**src/rtl/gtm_pkg.sv**
```systemverilog
// gtm_pkg: register map, field positions and reset values of the gated timer
package gtm_pkg;
   // ----------------------------------------------------------------
   // register offsets (byte addresses)
   // ----------------------------------------------------------------
   localparam logic [11:0] ADDR_TIMER_CTRL = 12'h000;
   localparam logic [11:0] ADDR_GATE_CTRL  = 12'h004;
   localparam logic [11:0] ADDR_COUNT_LOW  = 12'h008;
   localparam logic [11:0] ADDR_COUNT_HIGH = 12'h00C;
   localparam logic [11:0] ADDR_FLAG       = 12'h010;
   localparam logic [11:0] ADDR_ENABLE     = 12'h014;
   localparam logic [11:0] ADDR_IRQ_CTRL   = 12'h018;
   // ----------------------------------------------------------------
   // timer control fields
   // ----------------------------------------------------------------
   localparam int TC_TIMER_ON  = 0;
   localparam int TC_NO_SYNC   = 2;
   localparam int TC_OSC_EN    = 3;
   localparam int TC_CS_LO     = 6;
   // ----------------------------------------------------------------
   // gate control fields
   // ----------------------------------------------------------------
   localparam int GC_SS_LO     = 0;
   localparam int GC_VAL       = 2;
   localparam int GC_GO_DONE   = 3;
   localparam int GC_SPM       = 4;
   localparam int GC_TM        = 5;
   localparam int GC_POL       = 6;
   localparam int GC_GE        = 7;
   // ----------------------------------------------------------------
   // flag / enable / irq control fields
   // ----------------------------------------------------------------
   localparam int FL_OVF       = 0;
   localparam int FL_GATE      = 7;
   localparam int IC_PERIPHERAL_IRQ_ENABLE      = 6;
   localparam int IC_GIE       = 7;
   // ----------------------------------------------------------------
   // gate sources and reset values
   // ----------------------------------------------------------------
   localparam logic [1:0] SRC_PIN  = 2'h0;
   localparam logic [1:0] SRC_OVF8 = 2'h1;
   localparam logic [1:0] SRC_CMPA = 2'h2;
   localparam logic [1:0] SRC_CMPB = 2'h3;
   localparam logic [7:0] RST_BYTE = 8'h00;
endpackage

```
**src/rtl/gtm_sync3.sv**
```systemverilog
// gtm_sync3: three-stage synchroniser, output changes when stages 2 and 3 agree
module gtm_sync3 (
   // clock and reset
   input  wire logic mclk,
   input  wire logic rst,
   // data
   input  wire logic d,
   output logic      q
);
   logic s1;
   logic s2;
   logic s3;

   always_ff @(posedge mclk or posedge rst) begin
      if (rst) begin
         s1 <= 1'b0;
         s2 <= 1'b0;
         s3 <= 1'b0;
         q  <= 1'b0;
      end else begin
         s1 <= d;
         s2 <= s1;
         s3 <= s2;
         if (s2 == s3) begin
            q <= s3;
         end
      end
   end
endmodule

```
**src/rtl/gtm_top.sv**
```systemverilog
// gtm_top: gated 16-bit timer with gate logic, flags and apb registers
// Overview of operation
// - counter bytes read coherently despite async clock
// - gate enable counts only while gate active
// - polarity bit selects active gate level
// - two-bit field selects one of four sources
// - 8-bit timer wrap makes internal gate pulse
// - comparator gate optionally synchronised or raw
// - toggle flip-flop flips on each active gate source edge
// - toggle mode off holds flip-flop clear
// - go arms, edge enables, trailing edge clears
// - no counting after acquisition until rearmed
// - clearing single-pulse enable clears go/done
// - toggle plus single-pulse measures one full cycle
// - gate value bit valid without gate enable
// - gate value falling edge sets gate flag
// - gate flag works with gate enable clear
// - counter wrap sets overflow flag
// - overflow irq needs on, enables, peripheral_irq_enable, gie
// - sleep wake needs async counter mode
// - overflow during sleep wakes the core
// - timer off ignores gate, clears toggle
//
// The APB slave port and the address map were chosen for this implementation.
module gtm_top (
   // clock and reset
   input  wire logic        mclk,
   input  wire logic        rst,
   // apb slave
   input  wire logic        psel,
   input  wire logic        penable,
   input  wire logic        pwrite,
   input  wire logic [11:0] paddr,
   input  wire logic [31:0] pwdata,
   output logic      [31:0] prdata,
   output logic             pready,
   output logic             pslverr,
   // timer clock and gate sources (all from outside mclk)
   input  wire logic        count_clk_pin,
   input  wire logic        gate_input_pin,
   input  wire logic        comparator_a_out,
   input  wire logic        comparator_b_out,
   input  wire logic        comparator_a_sync_sel,
   input  wire logic        comparator_b_sync_sel,
   // companion 8-bit timer tick (same clock)
   input  wire logic        companion_tick,
   // core status
   input  wire logic        sleep_mode,
   // outputs
   output logic             irq,
   output logic             wake,
   output logic             dedicated_osc_run
);
   // ----------------------------------------------------------------
   // registers
   // ----------------------------------------------------------------
   logic [7:0]  timer_control_reg;
   logic [7:0]  gate_control_bits;
   logic [7:0]  peripheral_enable_reg;
   logic [7:0]  irq_control_reg;
   logic [15:0] count;
   logic [7:0]  companion_8bit_timer;
   logic        overflow_flag;
   logic        gate_event_flag;
   logic        single_pulse_go_done;
   logic        toggle_ff;
   logic        gate_value_status;
   logic        gate_val_d;
   logic        gate_lvl_d;
   logic        sp_counting;
   logic [7:0]  low_latch;

   logic timer_on;
   logic gate_enable;
   logic gate_polarity;
   logic gate_toggle_mode;
   logic gate_single_pulse_mode;
   logic no_sync_select;
   logic [1:0] gate_source_select;
   logic overflow_irq_enable;
   logic gate_event_irq_enable;
   logic peripheral_irq_enable;
   logic global_irq_enable;

   assign timer_on               = timer_control_reg[gtm_pkg::TC_TIMER_ON];
   assign no_sync_select         = timer_control_reg[gtm_pkg::TC_NO_SYNC];
   assign gate_enable            = gate_control_bits[gtm_pkg::GC_GE];
   assign gate_polarity          = gate_control_bits[gtm_pkg::GC_POL];
   assign gate_toggle_mode       = gate_control_bits[gtm_pkg::GC_TM];
   assign gate_single_pulse_mode = gate_control_bits[gtm_pkg::GC_SPM];
   assign gate_source_select     = gate_control_bits[gtm_pkg::GC_SS_LO +: 2];
   assign overflow_irq_enable    = peripheral_enable_reg[gtm_pkg::FL_OVF];
   assign gate_event_irq_enable  = peripheral_enable_reg[gtm_pkg::FL_GATE];
   assign peripheral_irq_enable  = irq_control_reg[gtm_pkg::IC_PERIPHERAL_IRQ_ENABLE];
   assign global_irq_enable      = irq_control_reg[gtm_pkg::IC_GIE];

   // ----------------------------------------------------------------
   // input synchronisers
   // ----------------------------------------------------------------
   logic clk_s;
   logic pin_s;
   logic cmpa_s;
   logic cmpb_s;
   logic cmpa_t;
   logic cmpb_t;

   // async clock crossed into mclk so byte reads never tear
   gtm_sync3 u_sync_clk  (.mclk(mclk), .rst(rst), .d(count_clk_pin),    .q(clk_s));
   gtm_sync3 u_sync_pin  (.mclk(mclk), .rst(rst), .d(gate_input_pin),   .q(pin_s));
   gtm_sync3 u_sync_cmpa (.mclk(mclk), .rst(rst), .d(comparator_a_out), .q(cmpa_s));
   gtm_sync3 u_sync_cmpb (.mclk(mclk), .rst(rst), .d(comparator_b_out), .q(cmpb_s));

   // ----------------------------------------------------------------
   // apb decode
   // ----------------------------------------------------------------
   logic wr_en;
   logic rd_en;
   logic addr_ok;

   assign pready  = 1'b1;
   assign wr_en   = psel & penable & pwrite;
   assign rd_en   = psel & penable & ~pwrite;
   assign addr_ok = (paddr == gtm_pkg::ADDR_TIMER_CTRL) | (paddr == gtm_pkg::ADDR_GATE_CTRL) |
                    (paddr == gtm_pkg::ADDR_COUNT_LOW)  | (paddr == gtm_pkg::ADDR_COUNT_HIGH) |
                    (paddr == gtm_pkg::ADDR_FLAG)       | (paddr == gtm_pkg::ADDR_ENABLE) |
                    (paddr == gtm_pkg::ADDR_IRQ_CTRL);
   assign pslverr = psel & penable & ~addr_ok;

   logic wr_tc;
   logic wr_gc;
   logic wr_lo;
   logic wr_hi;
   logic wr_fl;

   assign wr_tc = wr_en & (paddr == gtm_pkg::ADDR_TIMER_CTRL);
   assign wr_gc = wr_en & (paddr == gtm_pkg::ADDR_GATE_CTRL);
   assign wr_lo = wr_en & (paddr == gtm_pkg::ADDR_COUNT_LOW);
   assign wr_hi = wr_en & (paddr == gtm_pkg::ADDR_COUNT_HIGH);
   assign wr_fl = wr_en & (paddr == gtm_pkg::ADDR_FLAG);

   always_ff @(posedge mclk or posedge rst) begin
      if (rst) begin
         timer_control_reg     <= gtm_pkg::RST_BYTE;
         gate_control_bits     <= gtm_pkg::RST_BYTE;
         peripheral_enable_reg <= gtm_pkg::RST_BYTE;
         irq_control_reg       <= gtm_pkg::RST_BYTE;
      end else if (wr_en) begin
         if (wr_tc) begin
            timer_control_reg <= pwdata[7:0] & 8'hFD;
         end
         if (wr_gc) begin
            gate_control_bits <= pwdata[7:0] & 8'hF3;
         end
         if (paddr == gtm_pkg::ADDR_ENABLE) begin
            peripheral_enable_reg <= pwdata[7:0] & 8'h81;
         end
         if (paddr == gtm_pkg::ADDR_IRQ_CTRL) begin
            irq_control_reg <= pwdata[7:0] & 8'hC0;
         end
      end
   end

   // ----------------------------------------------------------------
   // companion 8-bit timer and its overflow pulse
   // ----------------------------------------------------------------
   logic ovf8_pulse;

   always_ff @(posedge mclk or posedge rst) begin
      if (rst) begin
         companion_8bit_timer <= gtm_pkg::RST_BYTE;
      end else if (companion_tick) begin
         companion_8bit_timer <= companion_8bit_timer + 8'h01;
      end
   end
   assign ovf8_pulse = companion_tick & (companion_8bit_timer == 8'hFF);

   // ----------------------------------------------------------------
   // gate source selection, polarity, registered level
   // ----------------------------------------------------------------
   logic src_lvl;
   logic gate_lvl;

   always_comb begin
      case (gate_source_select)
         gtm_pkg::SRC_PIN:  src_lvl = pin_s;
         gtm_pkg::SRC_OVF8: src_lvl = ovf8_pulse;
         // raw option still passes the three flops; sync option adds count clock retiming
         gtm_pkg::SRC_CMPA: src_lvl = comparator_a_sync_sel ? cmpa_t : cmpa_s;
         gtm_pkg::SRC_CMPB: src_lvl = comparator_b_sync_sel ? cmpb_t : cmpb_s;
         default:           src_lvl = 1'b0;
      endcase
   end

   logic src_reg;
   logic src_reg_d;
   logic act_edge;

   always_ff @(posedge mclk or posedge rst) begin
      if (rst) begin
         src_reg   <= 1'b0;
         src_reg_d <= 1'b0;
      end else begin
         src_reg   <= src_lvl ~^ gate_polarity;
         src_reg_d <= src_reg;
      end
   end
   assign act_edge = src_reg & ~src_reg_d;

   always_ff @(posedge mclk or posedge rst) begin
      if (rst) begin
         toggle_ff <= 1'b0;
      end else if (!gate_toggle_mode || !timer_on) begin
         toggle_ff <= 1'b0;
      end else if (act_edge) begin
         toggle_ff <= ~toggle_ff;
      end
   end

   assign gate_lvl = gate_toggle_mode ? toggle_ff : src_reg;

   always_ff @(posedge mclk or posedge rst) begin
      if (rst) begin
         gate_lvl_d <= 1'b0;
      end else begin
         gate_lvl_d <= gate_lvl;
      end
   end

   // ----------------------------------------------------------------
   // single-pulse sequencer
   // ----------------------------------------------------------------
   logic gate_rise;
   logic gate_fall;

   assign gate_rise = gate_lvl & ~gate_lvl_d;
   assign gate_fall = ~gate_lvl & gate_lvl_d;

   always_ff @(posedge mclk or posedge rst) begin
      if (rst) begin
         single_pulse_go_done <= 1'b0;
         sp_counting          <= 1'b0;
      end else if (!gate_single_pulse_mode || (wr_gc && !pwdata[gtm_pkg::GC_SPM])) begin
         single_pulse_go_done <= 1'b0;
         sp_counting          <= 1'b0;
      end else if (wr_gc && pwdata[gtm_pkg::GC_GO_DONE] && !single_pulse_go_done) begin
         single_pulse_go_done <= 1'b1;
         sp_counting          <= 1'b0;
      end else if (single_pulse_go_done && !sp_counting && gate_rise) begin
         sp_counting <= 1'b1;
      end else if (sp_counting && gate_fall) begin
         single_pulse_go_done <= 1'b0;
         sp_counting          <= 1'b0;
      end
   end

   // ----------------------------------------------------------------
   // gate value, counting qualifier
   // ----------------------------------------------------------------
   logic gate_open;
   logic inc;
   logic clk_s_d;

   always_ff @(posedge mclk or posedge rst) begin
      if (rst) begin
         gate_value_status <= 1'b0;
         gate_val_d        <= 1'b0;
         clk_s_d           <= 1'b0;
      end else begin
         gate_value_status <= gate_single_pulse_mode ? (gate_lvl & sp_counting) : gate_lvl;
         gate_val_d        <= gate_value_status;
         clk_s_d           <= clk_s;
      end
   end

   // comparators retimed to count clock edges for the sync option
   always_ff @(posedge mclk or posedge rst) begin
      if (rst) begin
         cmpa_t <= 1'b0;
         cmpb_t <= 1'b0;
      end else if (clk_s && !clk_s_d) begin
         cmpa_t <= cmpa_s;
         cmpb_t <= cmpb_s;
      end
   end

   assign gate_open = ~gate_enable | gate_value_status;
   assign inc       = timer_on & gate_open & clk_s & ~clk_s_d;

   // ----------------------------------------------------------------
   // counter, coherent read latch
   // ----------------------------------------------------------------
   always_ff @(posedge mclk or posedge rst) begin
      if (rst) begin
         count <= 16'h0000;
      end else if (wr_lo) begin
         count[7:0] <= pwdata[7:0];
      end else if (wr_hi) begin
         count[15:8] <= pwdata[7:0];
      end else if (inc) begin
         count <= count + 16'h0001;
      end
   end

   // ----------------------------------------------------------------
   // flags; a set in the same cycle as a clear wins
   // ----------------------------------------------------------------
   logic ovf_set;
   logic gate_set;

   assign ovf_set  = inc & (count == 16'hFFFF);
   assign gate_set = ~gate_value_status & gate_val_d;

   always_ff @(posedge mclk or posedge rst) begin
      if (rst) begin
         overflow_flag   <= 1'b0;
         gate_event_flag <= 1'b0;
      end else begin
         if (ovf_set) begin
            overflow_flag <= 1'b1;
         end else if (wr_fl) begin
            overflow_flag <= pwdata[gtm_pkg::FL_OVF];
         end
         if (gate_set) begin
            gate_event_flag <= 1'b1;
         end else if (wr_fl) begin
            gate_event_flag <= pwdata[gtm_pkg::FL_GATE];
         end
      end
   end

   // ----------------------------------------------------------------
   // interrupt and wake
   // ----------------------------------------------------------------
   logic ovf_req;
   logic gate_req;

   assign ovf_req  = overflow_flag & timer_on & overflow_irq_enable & peripheral_irq_enable;
   assign gate_req = gate_event_flag & gate_event_irq_enable & peripheral_irq_enable;

   always_ff @(posedge mclk or posedge rst) begin
      if (rst) begin
         irq               <= 1'b0;
         wake              <= 1'b0;
         dedicated_osc_run <= 1'b0;
      end else begin
         irq               <= (ovf_req | gate_req) & global_irq_enable;
         wake              <= sleep_mode & ovf_req & no_sync_select;
         dedicated_osc_run <= timer_control_reg[gtm_pkg::TC_OSC_EN];
      end
   end

   // ----------------------------------------------------------------
   // read mux; low byte read latches high for a coherent pair
   // ----------------------------------------------------------------
   always_ff @(posedge mclk or posedge rst) begin
      if (rst) begin
         low_latch <= gtm_pkg::RST_BYTE;
      end else if (rd_en && paddr == gtm_pkg::ADDR_COUNT_LOW) begin
         low_latch <= count[15:8];
      end
   end

   always_comb begin
      prdata = 32'h0000_0000;
      case (paddr)
         gtm_pkg::ADDR_TIMER_CTRL: prdata[7:0] = timer_control_reg;
         gtm_pkg::ADDR_GATE_CTRL:  prdata[7:0] = {gate_control_bits[7:4], single_pulse_go_done,
                                                  gate_value_status, gate_control_bits[1:0]};
         gtm_pkg::ADDR_COUNT_LOW:  prdata[7:0] = count[7:0];
         gtm_pkg::ADDR_COUNT_HIGH: prdata[7:0] = low_latch;
         gtm_pkg::ADDR_FLAG:       prdata[7:0] = {gate_event_flag, 6'h00, overflow_flag};
         gtm_pkg::ADDR_ENABLE:     prdata[7:0] = peripheral_enable_reg;
         gtm_pkg::ADDR_IRQ_CTRL:   prdata[7:0] = irq_control_reg;
         default:                  prdata = 32'h0000_0000;
      endcase
   end

   // ----------------------------------------------------------------
   // checks
   // ----------------------------------------------------------------
   AST_HOLD_WHEN_CLOSED: assert property (@(posedge mclk) disable iff (rst)
      (gate_enable && !gate_value_status && !wr_lo && !wr_hi) |=> $stable(count))
      else $error("count moved while gate closed");
   AST_OFF_NO_COUNT: assert property (@(posedge mclk) disable iff (rst)
      (!timer_on && !wr_lo && !wr_hi) |=> $stable(count))
      else $error("count moved while timer off");
   AST_TOGGLE_CLEAR: assert property (@(posedge mclk) disable iff (rst)
      !gate_toggle_mode |=> !toggle_ff)
      else $error("toggle flop not held clear");
   AST_OVF_FLAG: assert property (@(posedge mclk) disable iff (rst)
      (inc && count == 16'hFFFF && !wr_lo && !wr_hi) |=> (overflow_flag && count == 16'h0000))
      else $error("wrap did not set overflow flag");
   AST_GATE_FLAG: assert property (@(posedge mclk) disable iff (rst)
      $fell(gate_value_status) |=> gate_event_flag)
      else $error("gate falling edge lost");
   AST_SPM_CLEAR: assert property (@(posedge mclk) disable iff (rst)
      !gate_single_pulse_mode |=> !single_pulse_go_done)
      else $error("go/done not cleared");
   AST_SP_DONE_HOLD: assert property (@(posedge mclk) disable iff (rst)
      (gate_single_pulse_mode && !single_pulse_go_done && !sp_counting) |=> !gate_value_status)
      else $error("gate opened after acquisition");
   AST_IRQ_NEEDS_GIE: assert property (@(posedge mclk) disable iff (rst)
      irq |-> $past(global_irq_enable) && $past(peripheral_irq_enable))
      else $error("irq without enables");
   AST_WAKE: assert property (@(posedge mclk) disable iff (rst)
      (sleep_mode && ovf_req && no_sync_select) |=> wake)
      else $error("overflow in sleep did not wake");
endmodule

```
**config.mk**
```make
export PLATFORM = sky130hd
export DESIGN_NAME = gtm_top
export DESIGN_NICKNAME = d
export VERILOG_FILES = /design/src/rtl/gtm_pkg.sv /design/src/rtl/gtm_sync3.sv /design/src/rtl/gtm_top.sv
export SDC_FILE = /design/constraint.sdc
export NUM_CORES = 1
export LEC_CHECK = 0
export BUFFER_PORTS_ARGS = -buffer_cell sky130_fd_sc_hd__buf_2
export CAP_MARGIN = 10
export CORE_AREA = 2 2 89 91
export DETAILED_ROUTE_END_ITERATION = 8
export DIE_AREA = 0 0 91 93
export PLACE_DENSITY = 0.82
export SLEW_MARGIN = 20
export SYNTH_ARGS = -nofsm -noshare
export SYNTH_HDL_FRONTEND = slang
export SYNTH_SLANG_ARGS = --single-unit
```
**constraint.sdc**
```tcl
create_clock -name mclk -period 3.3 [get_ports mclk]
set_input_delay 0 -clock mclk [delete_from_list [all_inputs] [get_ports mclk]]
set_output_delay 0 -clock mclk [all_outputs]
set_load 0.03 [all_outputs]
```
Word level (Yosys, flattened, before mapping). Cells that the tools add are included.

Add/subtract/negate cells: 2. Eq/ne operators: 17. Mux-type cells: 23. Reduce and logical (&&, ||, !) cells: 33. Bitwise logic cells: 46.

Operators by type and width (count): 8-bit case mux with 7 select lines (1); 12-bit by 5-bit equality test with 1-bit output (second input constant) (3); 1-bit bitwise AND (27); 12-bit by 4-bit equality test with 1-bit output (second input constant) (2); 8-bit 2-to-1 mux (3); 1-bit 2-to-1 mux (17); 16-bit by 1-bit adder with 16-bit output (second input constant) (1); 16-bit equality test (second input constant) (1); 16-bit 2-to-1 mux (1); 2-bit AND reduction (7); 12-bit by 3-bit equality test with 1-bit output (second input constant) (1); 12-bit logical NOT (1); 1-bit inverter (10); 2-bit nonzero test (5); 8-bit by 1-bit adder with 8-bit output (second input constant) (1); 8-bit equality test (second input constant) (1); 1-bit logical AND (8); 1-bit bitwise OR (8); 1-bit logical NOT (7); 1-bit equality test (4); 2-bit equality test (second input constant) (2); 1-bit case mux with 4 select lines (1); 4-bit nonzero test (1); 3-bit != test (second input constant) (1); 6 further kinds (7).

Input bits: 57. Output and inout port bits: 37. Logic and storage cells: 161. Register bits: 81.

Depth between registers and ports, before layout. Gate-level depths: netlist of the first run.

Depth after elaboration: 9. Mapped depth: 8. Depth with buffers taken out: 6.

By module. From an unflattened synthesis of the first run, not the netlist that was laid out.

Cells, all modules: 376. Area, all modules: 4113.9 um^2.

Modules (own cells, without submodules): gtm_top (area an instance 3653.5 um^2, times used 1, cells an instance 352, sequential area each 1626.6 um^2); gtm_sync3 (area an instance 115.1 um^2, times used 4, cells an instance 6, sequential area each 100.1 um^2).

Worst setup path after synthesis of the first run. No wires, ideal clock.

Path type: input port to flip-flop. Start: input paddr[9]. End: register irq_control_reg[6]. Path buffers: 0. Setup time: 125 ps. Cell stages on the path: 5. Required time: 3175 ps. Arrival: 1555 ps. Slack: 1620 ps. Cell sequence: or4_1 > nor4_1 > nand3_1 > nor2_1 > mux2_2.

Word-level cells in the longest chain between the ends: 2.

RTL lines: start: declaration (RTL line gtm_top.sv:33) `input wire logic [11:0] paddr,`; 12-bit by 5-bit equality test with 1-bit output (RTL line gtm_top.sv:157) `if (paddr == gtm_pkg::ADDR_IRQ_CTRL) begin`; 2-bit AND reduction (no line); end signal: assignment (RTL line gtm_top.sv:146) `irq_control_reg <= gtm_pkg::RST_BYTE;`; end signal: assignment (RTL line gtm_top.sv:158) `irq_control_reg <= pwdata[7:0] & 8'hC0;`; end: declaration (RTL line gtm_top.sv:60) `logic [7:0] irq_control_reg;`.

Every way passes these cells. A chain may end at the register's enable or synchronous reset.

Worst setup path after layout of the first run.
Start: register count[2]. End: register count[10].

Word-level cells in the longest chain between the ends: 3.

RTL lines: start: declaration (RTL line gtm_top.sv:61) `logic [15:0] count;`; start signal: assignment (RTL line gtm_top.sv:296) `count[7:0] <= pwdata[7:0];`; start signal: assignment (RTL line gtm_top.sv:300) `count <= count + 16'h0001;`; 16-bit by 1-bit adder with 16-bit output (RTL line gtm_top.sv:300); 16-bit 2-to-1 mux (RTL line gtm_top.sv:299) `end else if (inc) begin`; 8-bit 2-to-1 mux (RTL line gtm_top.sv:297) `end else if (wr_hi) begin`.

Every way passes these cells. The select of a mux whose other input is x is not followed.

==> summary.md, run 1 <==
| Metric | Value |
|---|---|
| Layout cells sized above 1 | 25.53% |
| H-tree depth | 3 |
| Power per cell area | 429.5 nW/µm² |
| Commonest non-fill, non-tap cell in the layout | dfrtp_1 |
| Final period utilization | 54.43% |
| # IOs | 94 |
| Biggest regs | count: 16 flops, companion_8bit_timer: 8 flops, low_latch: 8 flops |
| Clock Path Buffers | 2 |
| Site row count | 32 |
| Setup violators final | 0 |
| Fin cells | 529 |
| Max FFs per register | 16 |
| Die area | 8463 µm² |
| Yosys reg bits | 81 |
| CTS tree | yes |
| Sequential cell area | 2027 µm² |
| Ys async rst share | 100.0% |
| Tmin final | 1.796 ns |
| Fill cells | 622 |
| RSZ-0062 raised after global routing | no |
| Crit Reg-Reg Startpoint | count[2]$_DFFE_PP0P_ |
| Max cap viols | 0 |
| Final Power | 1.998 mW |
| Status | complete, no violations |
| Area of the multi-input gates | 1906 µm² |
| Setup crit end | count[10]$_DFFE_PP0P_ |
| Largest Register | count |
| Largest cells by area after synthesis | dfrtp_1 49%, mux2_2 7.9%, buf_4 4.5% |
| Reg2Reg Setup Slack | 1.50 ns |
| Placed insts | 500 |
| Core ar. | 7527 µm² |
| Number of synthesized flops with an enable pin | 0 |
| Antenna Violating Nets Remaining | 0 |
| Syn avg cell area | 11.36 µm² |
| Crit path launch | count[2]$_DFFE_PP0P_ |
| Peak supply drop | 0.2206 mV |
| Vias per cell | 5.679 |
| Comb pwr share | 12.2% |
| WP data arrival | 2.03 ns |
| Most frequent cells in the layout | 81 x dfrtp_1, 44 x buf_2, 29 x mux2_2 |
| Final Util | 61.80% |
| IO Port Bufs | 44 |
| Placer Congestion | 0.9013 |
| Layout Nets | 483 |
| Area leader, netlist | dfrtp_1 |
| CP startpoint kind | flip-flop |
| Pre-antenna DRT Iters | 5 |
| Psw | 0.5464 mW |
| Congestion Overflow GR | 0 |
| Setup TNS | 0 ns |
| Seq/Total Area, Yosys | 48.75% |
| P_leak | 2.121 nW |
| Clk Latency, worst-skew pair | 0.35 ns |
| Clk root buf | clkbuf_8 |
| Top_reg_cell synth | dfrtp_1 |
| Post-route DRC | 0 |
| Critical Path Sink Type | flip-flop |
| Sw frac | 27.35% |
| DR vias | 3004 |
| CTS resizes | 0 |
| Routed WL | 8.704 mm |
| Final hold violation count | 0 |
| Largest net degree at the start of global routing | 53 |
| Crit Path Category | reg2reg |
| Die X | 91 µm |
| Number of CTS-inserted buffers | 9 |
| Max Slew Vio Count | 0 |
| Post-Syn Area | 4158 µm² |
| Share of the synthesized area in the top cell type | 48.75% |
| Synth warn | 0 |
| Hold Path Class | in2reg |
| FMAX | 0.5568 GHz |
| Critical path peak fanout | 7 |
| Initial Util | 55.24% |
| Hold WS | 0.1891 ns |
| Sequential share of power | 55.8% |
| Setup Skew | 0.007482 ns |
| Worst Max-Slew Pin Slew | 0.8367 ns |
| GRT Overall Usage | 22.30% |
| Internal power | 1.451 mW |
| R2r worst-path depth | 5 |
| Wirelength per Cell | 16.45 µm |
| Gate Count Post-Synth | 366 |
| First DRT Iteration DRCs | 305 |
| Die Y | 93 µm |
| Antenna cells | 0 |
| Rel. slew slack | 44.15% |
| Reg2reg end | count[10]$_DFFE_PP0P_ |
| Hpwl dp | 6.257 mm |
| Number of global-route vias before repair | 2942 |
| Clock sinks | 81 |
| Area growth from synthesis to layout | 11.89% |
| Clock-pin slew of the registers on the worst-case setup and hold paths | 0.08 ns |
| Worst endpoint required time | 3.54 ns |
| Clock power frac | 32.0% |
| Netlist cell types | 58 |
| Global-route wire length before repair | 14.66 mm |
| Initial antenna violation count | 0 |
critical path, stage by stage (launching register included):
cell,delay (ns)
dfrtp_1,0.48
and4_1,0.28
nand4_1,0.18
nor3_1,0.32
o21ai_0,0.12
a221o_1,0.30
cells in the mapped netlist, types with 3 or more instances:
master,count
nor2_1,23
buf_4,25
buf_6,3
and4_1,3
nand2_1,24
mux4_2,7
and2b_2,4
maj3_1,4
or3_1,3
nand3b_1,3
o21ai_0,7
nor3_1,6
mux2i_1,9
o22ai_1,3
a22oi_1,4
or4_1,3
nand4_1,9
and3_1,3
a21oi_1,16
xnor2_1,11
nand2b_1,5
inv_1,8
mux2_2,29
xor2_1,5
nand3_1,14
clkbuf_1,6
nor4_1,7
dfrtp_1,81
repair_timing:
item / in CTS / in global routing
hold endpoints to repair: 82 / 0
setup buffers: 0 / 0
hold buffers: 15 / 0
power groups by stage:
stage | registers (mW) | logic (mW) | clock network, mW
2_1_floorplan | 1.12 | 0.198 | 0
3_3_place_gp | 1.13 | 0.219 | 0
3_5_place_dp | 1.13 | 0.232 | 0
4_1_cts | 1.12 | 0.246 | 0.649
5_1_grt | 1.12 | 0.271 | 0.701
6_report | 1.12 | 0.243 | 0.639
cells by family (layout without fill, tap and decap cells):
kind of cell	after synthesis	after routing	synth area share (%)
flip-flops	81	81	48.75
AND/OR/NAND/NOR	125	125	17.79
other	2	25	0.1806
AO/OA/AOI/OAI	44	44	6.771
buffers and inverters	46	84	7.493
multiplexers	46	46	14.08
adder cells (fa/ha/maj)	6	6	1.565
XOR/XNOR	16	16	3.370
per-stage QoR:
| step | instance area, µm² | worst slack (ns) |
|---|---|---|
| 2_1_floorplan | 4244 | 1.220 |
| 3_3_place_gp | 4334 | 1.296 |
| 3_5_place_dp | 4334 | 1.285 |
| 4_1_cts | 4652 | 1.539 |
| 5_1_grt | 4652 | 1.371 |
| 6_report | 4652 | 1.504 |
layout make-up:
class | count | share of cell area (%)
Inverter | 8 | 0.6724
Tap cell | 102 | 2.743
Multi-Input combinational cell | 262 | 40.96
Clock buffer | 10 | 2.959
Timing Repair Buffer | 62 | 8.445
Clock inverter | 4 | 0.6455
Sequential cell | 81 | 43.57
worst min path at each step:
| stage | end | cells past startpoint | startpoint | slack, ns |
|---|---|---|---|---|
| finish | gate_event_flag$_DFFE_PP0P_ | 4 | paddr[4] | 0.19 |
| global route | gate_event_flag$_DFFE_PP0P_ | 4 | paddr[4] | 0.21 |
| CTS | gate_event_flag$_DFFE_PP0P_ | 4 | paddr[4] | 0.17 |
| detailed placement | u_sync_cmpb.s1$_DFF_PP0_ | 1 | comparator_b_out | 0.11 |
| global placement | u_sync_pin.s1$_DFF_PP0_ | 1 | gate_input_pin | 0.11 |
| floorplan | u_sync_clk.s1$_DFF_PP0_ | 0 | count_clk_pin | 0.03 |
routing by layer:
layer	wire length [µm]	vias to the layer above	global-route usage [%]
met5	0	-	0
met4	160	0	8.207
met3	620	16	5.077
met2	4392	101	36.85
met1	3529	1489	29.08
li1	-	1398	-
(Power assumes the default switching activity.)
==> run 2, diff against run 1 <==
- ABC_AREA: unset -> 1
- CORE_AREA: 2 2 89 91 -> 2 2 92 94
- DIE_AREA: 0 0 91 93 -> 0 0 94 96
- PLACE_DENSITY: 0.82 -> 0.79
- clock period: 3.3 -> 1.7 ns (I/O delays scaled with it)
==> run 2 against run 1 <==
  * Wire length grew 12%
  * Die area grew 6.6%
  * Clock skew increased by 0.0071 ns
  * Critical path depth grew 3
  * Clock power is 130% higher
  * Register-to-register slack lost 1.4 ns
  * Combinational power grew 100%
  * Maximum frequency grew 13%
  * First-iteration DRC count fell by 28%
  * Flip-flop and latch count stayed put
  * Power increased by 110%
  * Critical path type unchanged
  * Highest routed layer unchanged
==> summary.md, run 2 <==
| Metric | Value |
|---|---|
| Most frequent cells in the layout | 156 x nand2_1, 81 x dfrtp_1, 58 x inv_1 |
| Gate Count Post-Synth | 543 |
| Fin cells | 721 |
| Max cap viols | 0 |
| Routed WL | 9.770 mm |
| Netlist cell types | 37 |
| Hold WS | 0.08681 ns |
| Setup Buffers After CTS | 0 |
| Die area | 9024 µm² |
| Number of global-route vias before repair | 3475 |
| Wirelength per Cell | 13.55 µm |
| Comb pwr share | 11.8% |
| GRT Overall Usage | 23.08% |
| Clock-pin slew of the registers on the worst-case setup and hold paths | 0.09 ns |
| Crit Reg-Reg Startpoint | count[1]$_DFFE_PP0P_ |
| Internal power | 3.058 mW |
| Status | complete, no violations |
| Clk Latency, worst-skew pair | 0.36 ns |
| Core ar. | 8051 µm² |
| CP peak stage delay | 0.43 ns |
| Largest Register | count |
| Placed insts | 692 |
| Layout cells sized above 1 | 15.10% |
| Placer Congestion | 0.9101 |
| Final Power | 4.163 mW |
| Post-route DRC | 0 |
| Clk root buf | clkbuf_8 |
| Layout Nets | 672 |
| Share of the synthesized area in the top cell type | 47.16% |
| Number of CTS-inserted buffers | 9 |
| Most common cell in the netlist | nand2_1 |
| Largest cells by area after synthesis | dfrtp_1 47%, nand2_1 14%, nand3_1 5.7% |
| Syn avg cell area | 7.915 µm² |
| Hold Crit Start | comparator_b_sync_sel |
| Initial Util | 53.38% |
| Worst-path cell with the longest stage delay | dfrtp_1 |
| Largest net degree at the start of global routing | 45 |
| P_leak | 2.608 nW |
| R2r worst-path depth | 8 |
| Ys async rst share | 100.0% |
| Antenna Violating Nets Remaining | 0 |
| RSZ-0062 raised after global routing | no |
| Critical path peak fanout | 5 |
| FMAX | 0.6309 GHz |
| Power per cell area | 843.6 nW/µm² |
| Hold Crit Endpoint | src_reg$_DFF_PP0_ |
| Congestion Overflow GR | 0 |
| Setup violators final | 0 |
| Reg2Reg Setup Slack | 0.12 ns |
| Synth warn | 0 |
| Reg2reg end | count[12]$_DFFE_PP0P_ |
| Crit path cell chain | ha_1 -> nand2_1 -> nor2_1 -> nand3_1 -> or2_2 -> nand3_1 -> nand2_1 -> nand2_1 |
| Die Y | 96 µm |
| Seq/Total Area, Yosys | 47.16% |
| CTS tree | yes |
| Yosys reg bits | 81 |
| CTS Hold Bufs | 15 |
| Hold Path Class | in2reg |
| Sequential share of power | 52.2% |
| Area leader, netlist | dfrtp_1 |
| Commonest non-fill, non-tap cell in the layout | nand2_1 |
| Clock sinks | 81 |
| Post-Syn Area | 4298 µm² |
| Max Slew Vio Count | 0 |
| Max FFs per register | 16 |
| Hold Path Stages | 6 |
| DR vias | 3759 |
| Clock Path Buffers | 2 |
| IO Port Bufs | 44 |
| Pre-antenna DRT Iters | 5 |
| Antenna cells | 0 |
| CP startpoint kind | flip-flop |
| Commonest cells in the netlist | 156 x nand2_1, 81 x dfrtp_1, 59 x inv_1 |
| Initial antenna violation count | 0 |
| Site row count | 33 |
| CP most frequent cell | nand2_1 |
| Die X | 94 µm |
| CTS resizes | 0 |
| Crit Path Category | reg2reg |
| Biggest regs | count: 16 flops, companion_8bit_timer: 8 flops, low_latch: 8 flops |
| Number of synthesized flops with an enable pin | 0 |
| Area growth from synthesis to layout | 14.82% |
| Peak supply drop | 0.3837 mV |
| First DRT Iteration DRCs | 220 |
| Final hold violation count | 0 |
| Setup TNS | 0 ns |
| Top_reg_cell synth | dfrtp_1 |
| Hpwl dp | 7.256 mm |
| Global-route wire length before repair | 16.09 mm |
| Critical Path Sink Type | flip-flop |
| Setup Skew | 0.01456 ns |
| WP data arrival | 1.88 ns |
| Psw | 1.105 mW |
| Tmin final | 1.585 ns |
| H-tree depth | 3 |
| Vias per cell | 5.214 |
| Sw frac | 26.55% |
| # IOs | 94 |
| Final period utilization | 93.24% |
| Worst endpoint required time | 1.99 ns |
| Final Util | 61.29% |
| Clock power frac | 36.1% |
## run 2: cell types whose count changed after synthesis, sizes merged, moves of 6 or more
| cell | delta |
|---|---|
| clkbuf | -8 |
| nand3 | +36 |
| nor4 | -9 |
| nand2 | +137 |
| mux2i | -9 |
| xnor2 | -8 |
| a21oi | -7 |
| o21ai | +28 |
| mux4 | -7 |
| or2 | +6 |
| mux2 | -30 |
| inv | +55 |
| nor2 | +30 |
## run 2: how the worst max path moves through the flow
stage | start | end | slack (ns) | depth (start not counted)
floorplan | count[0]$_DFFE_PP0P_ | count[12]$_DFFE_PP0P_ | 0.31 | 8
global placement | count[1]$_DFFE_PP0P_ | count[12]$_DFFE_PP0P_ | 0.20 | 8
detailed placement | count[1]$_DFFE_PP0P_ | count[12]$_DFFE_PP0P_ | 0.14 | 8
CTS | count[1]$_DFFE_PP0P_ | count[12]$_DFFE_PP0P_ | 0.13 | 8
global route | count[1]$_DFFE_PP0P_ | count[12]$_DFFE_PP0P_ | 0.008 | 8
finish | count[1]$_DFFE_PP0P_ | count[12]$_DFFE_PP0P_ | 0.12 | 8
## run 2: stage by stage
step                setup slack, ns  instance area, µm²
floorplan                    0.3106                4388
global placement             0.2045                4579
detailed placement           0.1422                4579
CTS                          0.1288                4935
global route               0.008413                4935
finish                       0.1150                4935
## run 2: cell type report
class | instances | area [µm²]
clock buffers | 9 | 123.9
clock inverters | 5 | 81.33
fillers | 705 | 3117
inverters | 63 | 240.2
multi-input cells | 391 | 1888
flip-flops and latches | 81 | 2027
well taps | 105 | 131.4
repair buffers | 67 | 442.9
## run 2: logic make-up after synthesis
logic type / synth area share, %
flops: 47.16
xor+xnor: 2.038
buf+inv: 10.92
other cells: 0.1747
fa+ha+maj: 1.514
simple gates: 30.28
compound gates: 7.918
## run 2: critical path: cells and delay by family, from the launching register on
kind / cells / cell delay [ns]
simple gates: 7 / 0.92
flops: 1 / 0.43
fa+ha+maj: 1 / 0.19
## run 2: per-layer routing
| layer | share of wire (%) | track usage, % | vias to the layer above |
|---|---|---|---|
| li1 | - | - | 1838 |
| met1 | 45 | 31.70 | 1722 |
| met2 | 46 | 36.07 | 176 |
| met3 | 6.9 | 3.915 | 23 |
| met4 | 2.8 | 10.63 | 0 |
| met5 | 0 | 0 | - |
## run 2: power groups by stage
stage          logic [mW]  clock network (mW)  registers, mW
6_report            0.490                1.50           2.17
2_1_floorplan       0.379                   0           2.18
3_5_place_dp        0.464                   0           2.21
5_1_grt             0.549                1.61           2.19
4_1_cts             0.495                1.53           2.17
3_3_place_gp        0.438                   0           2.20
==> run 3, diff against run 2 <==
- CORE_AREA: 2 2 92 94 -> 2 2 109 79
- DIE_AREA: 0 0 94 96 -> 0 0 111 81
- PLACE_DENSITY: 0.79 -> 0.8
==> run 3 against run 2 <==
  * Global-route usage increased by 1.2 points
  * Final area increased by 2.8%
  * Sequential share of layout area decreased by 1.1 points
  * Highest routed layer unchanged
  * Largest power group unchanged
  * Flip-flop and latch count unchanged
==> summary.md, run 3 (same netlist as run 2, synthesis figures left out) <==
| Metric | Value |
|---|---|
| Clk root buf | clkbuf_16 |
| Final Util | 62.69% |
| Clock Path Buffers | 2 |
| Clock sinks | 81 |
| Power per cell area | 927.9 nW/µm² |
| Global-route wire length before repair | 17.31 mm |
| Max FFs per register | 16 |
| Post-route DRC | 0 |
| GRT Overall Usage | 24.29% |
| Antenna cells | 0 |
| Setup TNS | 0 ns |
| Layout Nets | 674 |
| Initial Util | 53.11% |
| Initial antenna violation count | 0 |
| Crit Path Category | reg2reg |
| Setup Skew | 0.006217 ns |
| Congestion Overflow GR | 0 |
| FMAX | 0.6511 GHz |
| Routed WL | 10.18 mm |
| Fin cells | 725 |
| Tmin final | 1.536 ns |
| # IOs | 94 |
| Sw frac | 24.87% |
| Hpwl dp | 7.482 mm |
| Max cap viols | 0 |
| CP startpoint kind | flip-flop |
| Setup violators final | 0 |
| Setup Buffers After CTS | 0 |
| Final period utilization | 90.35% |
| Antenna Violating Nets Remaining | 0 |
| Sequential share of power | 46.2% |
| Comb pwr share | 10.3% |
| P_leak | 2.676 nW |
| Worst Max-Slew Pin Slew | 0.5710 ns |
| Largest Register | count |
| Placed insts | 694 |
| CTS tree | yes |
| Internal power | 3.537 mW |
| Most frequent cells in the layout | 156 x nand2_1, 81 x dfrtp_1, 58 x inv_1 |
| Status | complete, no violations |
| WP data arrival | 1.81 ns |
| Clk Latency, worst-skew pair | 0.33 ns |
| Site row count | 28 |
| Number of CTS-inserted buffers | 9 |
| Final worst setup slack | 0.1641 ns |
| Clock-pin slew of the registers on the worst-case setup and hold paths | 0.06 ns |
| DP Worst Slack | 0.1545 ns |
| Layout cells sized above 1 | 15.65% |
| IO Port Bufs | 44 |
| RSZ-0062 raised after global routing | no |
| Critical path peak fanout | 5 |
| Fill cells | 706 |
| Die X | 111 µm |
| Pre-antenna DRT Iters | 5 |
| H-tree depth | 3 |
| Number of global-route vias before repair | 3622 |
| Clock power frac | 43.5% |
| Wirelength per Cell | 14.04 µm |
| First DRT Iteration DRCs | 373 |
| Core ar. | 8093 µm² |
| Commonest non-fill, non-tap cell in the layout | nand2_1 |
| Rel. slew slack | 61.85% |
| Critical Path Sink Type | flip-flop |
| Hold Path Class | in2reg |
| Largest net degree at the start of global routing | 40 |
| Worst endpoint required time | 1.97 ns |
| Placer Congestion | 0.9836 |
| Final hold violation count | 0 |
| Area growth from synthesis to layout | 18.05% |
| Die area | 8991 µm² |
| DR vias | 3839 |
| Biggest regs | count: 16 flops, companion_8bit_timer: 8 flops, low_latch: 8 flops |
| Die Y | 81 µm |
| Peak supply drop | 0.5021 mV |
| Vias per cell | 5.295 |
| Max Slew Vio Count | 0 |
| Psw | 1.171 mW |
run 3: cell count changes in the layout (fill, tap and decap cells not counted):
| cell | delta |
|---|---|
| clkbuf_16 | +9 |
| clkbuf_8 | -9 |
| clkbuf_1 | +2 |
| nor2_1 | -2 |
| nor2_2 | +2 |
| buf_12 | +1 |
| buf_4 | +1 |
| clkinv_2 | +1 |
| clkinvlp_4 | -1 |
run 3: power by group through the flow:
stage | Combinational [mW] | Sequential [mW] | Clock (mW)
final | 0.486 | 2.17 | 2.05
after global routing | 0.564 | 2.19 | 2.16
after CTS | 0.488 | 2.17 | 2.07
after detailed placement | 0.461 | 2.20 | 0
after global placement | 0.440 | 2.20 | 0
after floorplan | 0.379 | 2.18 | 0
run 3: metal layers:
layer	global-route usage, %	vias up	share of wire (%)
li1	-	1842	-
met4	6.375	0	1.8
met2	37.36	174	44
met1	35.04	1804	47
met3	5.746	19	7.9
met5	0	-	0
run 3: what timing repair did:
item / 4_1_cts / 5_1_grt
endpoints found under the hold margin: 41 / 0
setup endpoints to repair: 0 / 2
hold buffers: 15 / 0
gates resized for setup: 0 / 2
run 3: layout make-up:
| cell class | count | area, µm² | area share, % |
|---|---|---|---|
| timing repair buffer | 69 | 470.5 | 9.272 |
| multi-input combinational | 391 | 1893 | 37.31 |
| clock buffer | 11 | 232.7 | 4.587 |
| tap | 105 | 131.4 | 2.589 |
| inverter | 63 | 240.2 | 4.735 |
| clock inverter | 5 | 78.83 | 1.554 |
| sequential | 81 | 2027 | 39.95 |
run 3: final timing paths:
path | startpoint | cells after the start | end | slack [ns]
setup / recovery | count[1]$_DFFE_PP0P_ | 8 | count[12]$_DFFE_PP0P_ | 0.16
hold / removal | comparator_a_sync_sel | 6 | src_reg$_DFF_PP0_ | 0.15
setup reg to reg | count[1]$_DFFE_PP0P_ | 8 | count[12]$_DFFE_PP0P_ | 0.16
hold reg to reg | u_sync_cmpb.s1$_DFF_PP0_ | 0 | u_sync_cmpb.s2$_DFF_PP0_ | 0.34
max in group asynchronous | rst | 4 | single_pulse_go_done$_DFFE_PP0P_ | 0.86
min in group asynchronous | rst | 3 | gate_val_d$_DFF_PP0_ | 0.27
run 3: worst max-delay path, stage by stage (launching register included):
cell     delay [ns]
dfrtp_1        0.42
ha_1           0.19
nand2_1        0.13
nor2_2         0.18
nand3_1        0.11
or2_2          0.28
nand3_1        0.07
nand2_1        0.05
nand2_1        0.05
run 3: through the flow:
step	power, mW	hold WS, ns	cell area (µm²)
6_report	4.708	0.1474	5074
5_1_grt	4.912	0.1693	5074
4_1_cts	4.733	0.1450	5069
3_5_place_dp	2.666	0.09301	4607
3_3_place_gp	2.637	0.09459	4607
2_1_floorplan	2.560	0.03143	4388
